### src/csac_pkg.sv
// Package for the clock speed and ADC configuration block.
// Assumes a single 200 MHz system clock and a 32-bit classic Wishbone bus.
package csac_pkg;

  // Register byte offsets
  localparam logic [3:0] CTRL_OFFSET   = 4'h0;
  localparam logic [3:0] SYNC_SERIAL_IO_REG_OFFSET = 4'h4;
  localparam logic [3:0] STATUS_OFFSET = 4'h8;

  // Control register field positions
  localparam int ADC_EXT_BIT   = 0;
  localparam int CLK_SEL_LSB   = 1;
  localparam int CLK_SEL_MSB   = 2;
  localparam int CODEC_SEL_BIT = 3;

  // Serial I/O register field positions
  localparam int CFG_BYTE_MSB = 7;
  localparam int LEN_MSB      = 6;
  localparam int EXT_CFG_LSB  = 16;
  localparam int EXT_CFG_MSB  = 31;

  // Values after reset
  localparam logic [3:0]  CTRL_RESET   = 4'h0;
  localparam logic [31:0] SYNC_SERIAL_IO_REG_RESET = 32'h0000_0000;

  // ADC data length limits in bits
  localparam logic [6:0] LEN_MIN = 7'h08;
  localparam logic [6:0] LEN_MAX = 7'h10;

  // Frequencies in kHz, for reference by the clock generator
  localparam int CPU_KHZ_00 = 18432;
  localparam int CPU_KHZ_01 = 36864;
  localparam int CPU_KHZ_10 = 49152;
  localparam int CPU_KHZ_11 = 73728;
  localparam int BUS_KHZ_LO = 18432;
  localparam int BUS_KHZ_HI = 36864;

  // Wait-state scaling values
  localparam logic [1:0] WAIT_SCALE_1 = 2'h1;
  localparam logic [1:0] WAIT_SCALE_2 = 2'h2;

  // Quiet time before a clock switch takes effect
  localparam int REF_CLK_MHZ     = 200;
  localparam int SWITCH_QUIET_NS = 40;
  localparam int SWITCH_CYCLES   = (SWITCH_QUIET_NS * REF_CLK_MHZ + 999) / 1000;

  // Clock selection carried as one group
  typedef struct packed {
    logic [1:0] cpu_sel;     // Processor clock code
    logic       bus_fast;    // High when bus runs at 36.864 MHz
    logic [1:0] wait_scale;  // Wait-state scaling, 1 or 2
  } csac_clk_cfg_s;

  // ADC serial configuration carried as one group
  typedef struct packed {
    logic        extended;   // Extended 16-bit config in use
    logic [15:0] data;       // Configuration word to shift out
    logic [4:0]  length;     // Number of bits to shift, 8 to 16
  } csac_adc_cfg_s;

  typedef enum logic [0:0] {
    SW_IDLE   = 1'b0,
    SW_SWITCH = 1'b1
  } csac_sw_state_e;

endpackage

### src/csac_top.sv
// Clock speed select, codec port routing and ADC configuration selection.
// Assumes classic Wishbone master, synchronous inputs and a downstream
// clock generator that switches glitch-free on a change of clk_cfg.
//
// Contract
// RL1: Codec port select set routes multimedia codec port; clear uses serial interface.
// RL2: Extend bit clear takes ADC config only from serial I/O bits 7..0.
// RL3: Extend bit set sends bits 31..16; bits 6..0 give length 8..16.
// RL4: Clock speed select picks processor clock 18.432/36.864/49.152/73.728 MHz.
// RL5: Code 00 gives bus 18.432 MHz scale 1; others 36.864 MHz scale 2.
// RL6: Software keeps clock speed select at 00 when running from 13 MHz.
// RL7: Software changes clock speed select only with unbuffered writes.
// RL8: Clock and wait-state scaling change together on one switch boundary.
//
// Our own choices: register access over Wishbone and the register offsets.
`timescale 1ns/1ps
module csac_top #(
  parameter int SWITCH_WAIT = csac_pkg::SWITCH_CYCLES
) (
  // Clock and reset
  input  wire logic                   ref_clk,
  input  wire logic                   rst,
  // Wishbone slave
  input  wire logic                   wb_cyc_i,
  input  wire logic                   wb_stb_i,
  input  wire logic                   wb_we_i,
  input  wire logic [3:0]             wb_adr_i,
  input  wire logic [3:0]             wb_sel_i,
  input  wire logic [31:0]            wb_dat_i,
  output logic      [31:0]            wb_dat_o,
  output logic                        wb_ack_o,
  // Clock generation and wait-state timing
  output csac_pkg::csac_clk_cfg_s     clk_cfg,
  output logic                        switch_busy,
  // Serial port routing and ADC configuration
  output logic                        multimedia_codec_port,
  output csac_pkg::csac_adc_cfg_s     adc_cfg
);

  // Elaboration check: the quiet-time counter is eight bits wide
  if (SWITCH_WAIT < 1 || SWITCH_WAIT > 255) begin : g_bad_wait
    $error("SWITCH_WAIT must lie in 1..255");
  end

  // Map a clock code to its processor and bus settings
  function automatic csac_pkg::csac_clk_cfg_s clk_decode(input logic [1:0] code);
    csac_pkg::csac_clk_cfg_s c;
    c.cpu_sel = code;
    // RL5: bus and scaling
    if (code == 2'h0) begin
      c.bus_fast   = 1'b0;
      c.wait_scale = csac_pkg::WAIT_SCALE_1;
    end else begin
      c.bus_fast   = 1'b1;
      c.wait_scale = csac_pkg::WAIT_SCALE_2;
    end
    return c;
  endfunction

  // Merge write data into a word under byte enables
  function automatic logic [31:0] byte_merge(input logic [31:0] old, input logic [31:0] wdat,
                                             input logic [3:0] sel);
    logic [31:0] r;
    r = old;
    for (int i = 0; i < 4; i++) begin
      if (sel[i]) begin
        r[i*8 +: 8] = wdat[i*8 +: 8];
      end
    end
    return r;
  endfunction

  // Register state
  logic                    adc_config_extend_enable;
  logic [1:0]              clock_speed_select;
  logic                    codec_port_select;
  logic [31:0]             sync_serial_io_reg;
  logic                    next_adc_config_extend_enable;
  logic [1:0]              next_clock_speed_select;
  logic                    next_codec_port_select;
  logic [31:0]             next_sync_serial_io_reg;
  logic [31:0]             next_wb_dat_o;
  logic                    next_wb_ack_o;
  logic                    bus_req;
  logic                    bus_wr;
  logic [31:0]             ctrl_word;
  logic [31:0]             ctrl_new;

  assign bus_req   = wb_cyc_i && wb_stb_i && !wb_ack_o;
  assign bus_wr    = bus_req && wb_we_i;
  assign ctrl_word = {28'h000_0000, codec_port_select, clock_speed_select, adc_config_extend_enable};
  assign ctrl_new  = byte_merge(ctrl_word, wb_dat_i, wb_sel_i);

  // Bus decode: one-cycle ack, unmapped reads zero, unmapped writes dropped
  always_comb begin
    next_adc_config_extend_enable = adc_config_extend_enable;
    next_clock_speed_select       = clock_speed_select;
    next_codec_port_select        = codec_port_select;
    next_sync_serial_io_reg       = sync_serial_io_reg;
    next_wb_ack_o                 = bus_req;
    next_wb_dat_o                 = 32'h0000_0000;
    if (bus_req) begin
      unique case (wb_adr_i)
        csac_pkg::CTRL_OFFSET: begin
          next_wb_dat_o = ctrl_word;
          if (bus_wr) begin
            next_adc_config_extend_enable = ctrl_new[csac_pkg::ADC_EXT_BIT];
            next_clock_speed_select       = ctrl_new[csac_pkg::CLK_SEL_MSB:csac_pkg::CLK_SEL_LSB];
            next_codec_port_select        = ctrl_new[csac_pkg::CODEC_SEL_BIT];
          end
        end
        csac_pkg::SYNC_SERIAL_IO_REG_OFFSET: begin
          next_wb_dat_o = sync_serial_io_reg;
          if (bus_wr) begin
            next_sync_serial_io_reg = byte_merge(sync_serial_io_reg, wb_dat_i, wb_sel_i);
          end
        end
        csac_pkg::STATUS_OFFSET: begin
          // Shows the code actually in force and whether a switch is pending
          next_wb_dat_o = {27'h000_0000, switch_busy, 2'h0, clk_cfg.cpu_sel};
        end
        default: begin
          next_wb_dat_o = 32'h0000_0000;
        end
      endcase
    end
  end

  // Register file storage
  always_ff @(posedge ref_clk) begin
    if (rst) begin
      adc_config_extend_enable <= csac_pkg::CTRL_RESET[csac_pkg::ADC_EXT_BIT];
      clock_speed_select       <= csac_pkg::CTRL_RESET[csac_pkg::CLK_SEL_MSB:csac_pkg::CLK_SEL_LSB];
      codec_port_select        <= csac_pkg::CTRL_RESET[csac_pkg::CODEC_SEL_BIT];
      sync_serial_io_reg       <= csac_pkg::SYNC_SERIAL_IO_REG_RESET;
      wb_ack_o                 <= 1'b0;
      wb_dat_o                 <= 32'h0000_0000;
    end else begin
      adc_config_extend_enable <= next_adc_config_extend_enable;
      clock_speed_select       <= next_clock_speed_select;
      codec_port_select        <= next_codec_port_select;
      sync_serial_io_reg       <= next_sync_serial_io_reg;
      wb_ack_o                 <= next_wb_ack_o;
      wb_dat_o                 <= next_wb_dat_o;
    end
  end

  // Clock switch sequencer state
  csac_pkg::csac_sw_state_e  sw_state;
  csac_pkg::csac_sw_state_e  next_sw_state;
  logic [7:0]                sw_count;
  logic [7:0]                next_sw_count;
  csac_pkg::csac_clk_cfg_s   next_clk_cfg;
  logic                      next_switch_busy;

  // The code is read when the quiet time ends; a second write
  // during the quiet time is taken up by the switch in progress, with no restart.
  always_comb begin
    next_sw_state    = sw_state;
    next_sw_count    = sw_count;
    next_clk_cfg     = clk_cfg;
    next_switch_busy = 1'b0;
    unique case (sw_state)
      csac_pkg::SW_IDLE: begin
        if (clock_speed_select != clk_cfg.cpu_sel) begin
          next_sw_state    = csac_pkg::SW_SWITCH;
          next_sw_count    = 8'(SWITCH_WAIT - 1);
          next_switch_busy = 1'b1;
        end
      end
      csac_pkg::SW_SWITCH: begin
        next_switch_busy = 1'b1;
        if (sw_count == 8'h00) begin
          // RL8: one boundary
          // RL4: processor clock code
          next_clk_cfg     = clk_decode(clock_speed_select);
          next_sw_state    = csac_pkg::SW_IDLE;
          next_switch_busy = 1'b0;
        end else begin
          next_sw_count = sw_count - 8'h01;
        end
      end
    endcase
  end

  // Clock switch registers
  always_ff @(posedge ref_clk) begin
    if (rst) begin
      sw_state    <= csac_pkg::SW_IDLE;
      sw_count    <= 8'h00;
      clk_cfg     <= {2'h0, 1'b0, csac_pkg::WAIT_SCALE_1};
      switch_busy <= 1'b0;
    end else begin
      sw_state    <= next_sw_state;
      sw_count    <= next_sw_count;
      clk_cfg     <= next_clk_cfg;
      switch_busy <= next_switch_busy;
    end
  end

  // Routing and ADC configuration outputs
  csac_pkg::csac_adc_cfg_s  next_adc_cfg;
  logic                     next_multimedia_codec_port;
  logic [6:0]               len_field;

  assign len_field = sync_serial_io_reg[csac_pkg::LEN_MSB:0];

  // Length outside 8..16 is clamped so the shifter never runs short or long
  always_comb begin
    // RL1: codec port routing
    next_multimedia_codec_port = codec_port_select;
    next_adc_cfg.extended      = adc_config_extend_enable;
    if (adc_config_extend_enable) begin
      // RL3: extended field and length
      next_adc_cfg.data = sync_serial_io_reg[csac_pkg::EXT_CFG_MSB:csac_pkg::EXT_CFG_LSB];
      if (len_field < csac_pkg::LEN_MIN) begin
        next_adc_cfg.length = csac_pkg::LEN_MIN[4:0];
      end else if (len_field > csac_pkg::LEN_MAX) begin
        next_adc_cfg.length = csac_pkg::LEN_MAX[4:0];
      end else begin
        next_adc_cfg.length = len_field[4:0];
      end
    end else begin
      // RL2: config byte only
      next_adc_cfg.data   = {8'h00, sync_serial_io_reg[csac_pkg::CFG_BYTE_MSB:0]};
      next_adc_cfg.length = csac_pkg::LEN_MIN[4:0];
    end
  end

  // Output registers
  always_ff @(posedge ref_clk) begin
    if (rst) begin
      multimedia_codec_port <= 1'b0;
      adc_cfg               <= {1'b0, 16'h0000, csac_pkg::LEN_MIN[4:0]};
    end else begin
      multimedia_codec_port <= next_multimedia_codec_port;
      adc_cfg               <= next_adc_cfg;
    end
  end

endmodule

### config.mk
export PLATFORM = sky130hd
export DESIGN_NAME = csac_top
export DESIGN_NICKNAME = d
export VERILOG_FILES = /design/src/csac_pkg.sv /design/src/csac_top.sv
export SDC_FILE = /design/constraint.sdc
export NUM_CORES = 1
export LEC_CHECK = 0
export ABC_AREA = 1
export BUFFER_PORTS_ARGS = -buffer_cell sky130_fd_sc_hd__buf_4
export CAP_MARGIN = 20
export CORE_MARGIN = 3
export CORE_UTILIZATION = 51
export CTS_CLUSTER_DIAMETER = 80
export DETAILED_ROUTE_END_ITERATION = 10
export PLACE_DENSITY_LB_ADDON = 0.3
export SYNTH_ARGS = -nofsm -noshare
export SYNTH_HDL_FRONTEND = slang
export SYNTH_SLANG_ARGS = --single-unit
export TNS_END_PERCENT = 1
### constraint.sdc
create_clock -name ref_clk -period 1.7 [get_ports ref_clk]
set_input_delay 0.085 -clock ref_clk [delete_from_list [all_inputs] [get_ports ref_clk]]
set_output_delay 0.085 -clock ref_clk [all_outputs]
set_load 0.005 [all_outputs]
==> results.md <==
* R2r worst-path depth at 11
* Total grt overflow at 0
* CP max stage delay at about 0.33 ns
* Core Region at 0.00694 mm^2
* Initial Utilization at 53.5%
* Worst hold path type: input port to register
* Die Wd at ~91 um
* Tmin final at 1.46 ns
* RSZ-0062 raised after global routing: no
* DRT iter0 DRCs at about 130
* CP Capture Type: register
* Final ANT Viol Nets at 0
* CP Data Arrival Time at around 1.7 ns
* Largest net degree at the start of global routing at 39
* Gr usage total at about a fifth
* Worst reg2reg endpoint: sw_count[5]
* Height of the die at 91.4 um
* Synthesized area at 0.00372 mm^2
* Seq cells post-synth at 105
* Worst-Skew Late Latency at around 0.36 ns
* Dpl hpwl at ~6 mm
* Peak fanout along the critical path at 9
* Mapped Cells at 447
* Rel. slew slack at between 60% and 70%
* Setup tns final at 0 ns
* DRC violations left at 0
* Top post-synthesis cells by area: dfxtp_1 (57%), nor2_1 (7.0%), o21ai_0 (6.2%), inv_1 (5.8%), a21oi_1 (5.7%)
* Fin crit share at between 80% and 90%
* Share of post-route cells with drive strength above 1 at between 20% and 30%
* Critical Path RT at roughly 2.0 ns
* Sink Count at about 110
* Worst reg2reg path startpoint: sw_count[0]
* Routed wire length at between 8 and 9 mm
* Post-CTS setup buffer count at 0
* Boundary pin count at about 110
* Critical Path Start: sw_count[0]
* Final count of hold timing violations at 0
* VDD IR max at 0.710 mV
* Area leader, netlist: dfxtp_1
* Initial antenna violation count at 0
* Ys Warns at 0
* Placer Congestion at 0.799
* Cell Count, Final, Fillers Out at 670
* Leak at 2.19 nW
* Fin Clk Skew at 0.0107 ns
* Power, Total at 5.29 mW
* Fmax achieved at roughly 690 MHz
* CTS tree: yes
* Critical-path top delay cell: dfxtp_1
* Worst path top cell family by delay: simple AND/OR/NAND/NOR gates
* CP Depth at 11
* Commonest cells after routing, fill and taps aside: buf_4 (108), dfxtp_1 (105), nor2_1 (69)
* CTS clk-pin slew, worst paths at 0.10 ns
* Syn_nets at 494
* Placed insts at approximately 640
* Post-layout util at between 70% and 80%
* First drt pass iteration count at 6
* Seq/Total Area, Yosys at a little under three fifths
* Max_cap viols at 0
* Mean area per synthesized cell at roughly 8.3 um^2
* Worst Setup EP: sw_count[5]
* Cell mode on critical path: nand2_1
* WP buf/inv at 3
* PortBufs at about 110
* Slew Limit Fails at 0
* First-pass GRT wire length at 14.4 mm
* # H-tree levels at 3
* P per Cell Area at ~1100 mW/mm^2
* Final-report setup violation count at 0
* Most common cell after layout, fill and taps aside: buf_4
* TritonCTS buffer count at 9
* Status: finished, final reports clean
* Final #Nets at slightly above 600
* Synth top area share at 56.5%
* Worst Setup Path Type: register to register
* Clk root buf: clkbuf_8
* Die area at 0.00835 mm^2
* Routed vias at 3187
* CP startpoint kind: register
* Register-to-Register Setup Slack at ~0.24 ns
* Vias per cell at about 4.8
* Vias in the first global route at roughly 3k
* # rows at 30
* Area Growth Syn to Fin at 33.9%
* Crit path cell chain: inv_1 > ha_1 > nand2_1 > nor2_1 > nand2_2 > nand2_2 > inv_2 > nand2_1 > nand2_1 > inv_1 > nor2_1
* WL/cell at 12.9 um
* Post-synth cell types at 30
* Bufs on Longest Clock Path at 2
* Worst-Margin Slew at between 0.4 and 0.5 ns
==> cells by family after synthesis <==
group                      after synthesis  share of synthesized area (%)
adders and majority gates                2                          0.673
and+or+nand+nor                        166                           20.6
buffers and inverters                   78                           8.92
xor gates and xnor gates                 1                          0.236
DFF                                    105                           56.5
AOI/OAI and AO/OA                       95                           13.0
==> repair_timing <==
item                       4_1_cts  5_1_grt
gates resized for setup          0        0
setup endpoints to repair        0        0
hold buffers                    18        0
hold endpoints to repair        23        0
==> stage by stage <==
step | hold WS, ns | worst slack, ns | instance area (um^2)
floorplan | 0.213 | 0.409 | 3720
global placement | 0.332 | 0.315 | 4570
detailed placement | 0.344 | 0.249 | 4570
CTS | 0.000140 | 0.231 | 4970
global route | 0.00125 | 0.0857 | 4970
finish | 0.00330 | 0.240 | 4980
==> report_power, final <==
| part | internal [mW] | switching [mW] | leakage (nW) |
|---|---|---|---|
| Combinational | 0.383 | 0.572 | 1.24 |
| Sequential | 2.56 | 0.0859 | 0.847 |
| Clock | 0.872 | 0.820 | 0.109 |
==> tightest hold or removal path, delay by kind of cell <==
kind / cells / cell delay, ns
AND/OR/NAND/NOR: 1 / 0.10
AO/OA/AOI/OAI: 1 / 0.07
buffers and inverters: 1 / 0.07
==> per-layer routing <==
layer,up-vias,track usage (%),wire (um),share of wire (%)
li1,1660,-,-,-
met1,1398,27.3,3700,43
met2,115,35.4,4200,49
met3,14,3.65,545,6.3
met4,0,9.05,189,2.2
met5,-,0,0,0
==> worst min-delay path by stage <==
stage,startpoint,endpoint,cells past startpoint
after floorplan,wb_dat_i[1],clock_speed_select[0],2
after global placement,wb_dat_i[2],clock_speed_select[1],3
after detailed placement,wb_dat_i[2],clock_speed_select[1],3
after CTS,wb_dat_i[22],sync_serial_io_reg[22],3
after global routing,wb_dat_i[22],sync_serial_io_reg[22],3
final,wb_dat_i[10],sync_serial_io_reg[10],3
==> cells in the mapped netlist <==
cell       number
o22ai_1         1
nand2_4         3
nor2_1         69
nor2_2          2
nor3_1         19
dfxtp_1       105
o21ai_1         4
xor2_1          1
nand3_2         2
nor3_4          1
a21oi_1        42
clkinv_2        1
o221ai_1        1
buf_4           2
nand3_1         5
o21ai_0        46
buf_1           1
clkbuf_1        5
buf_6           3
inv_2           3
nor2_8          1
buf_2           6
nand2_2         3
nand4_1         3
inv_1          57
nor2_4          2
nand3_4         1
ha_1            2
o2111ai_1       1
nand2_1        55
==> final cells by class <==
type                       count  area, um^2
timing repair buffer         127        1010
antenna                        1        2.50
sequential                   105        2100
inverter                      61         230
tap                           96         120
fill                         557        1970
clock inverter                 6        88.8
clock buffer                  10         138
multi-input combinational    264        1280
(Power assumes the default switching activity.)
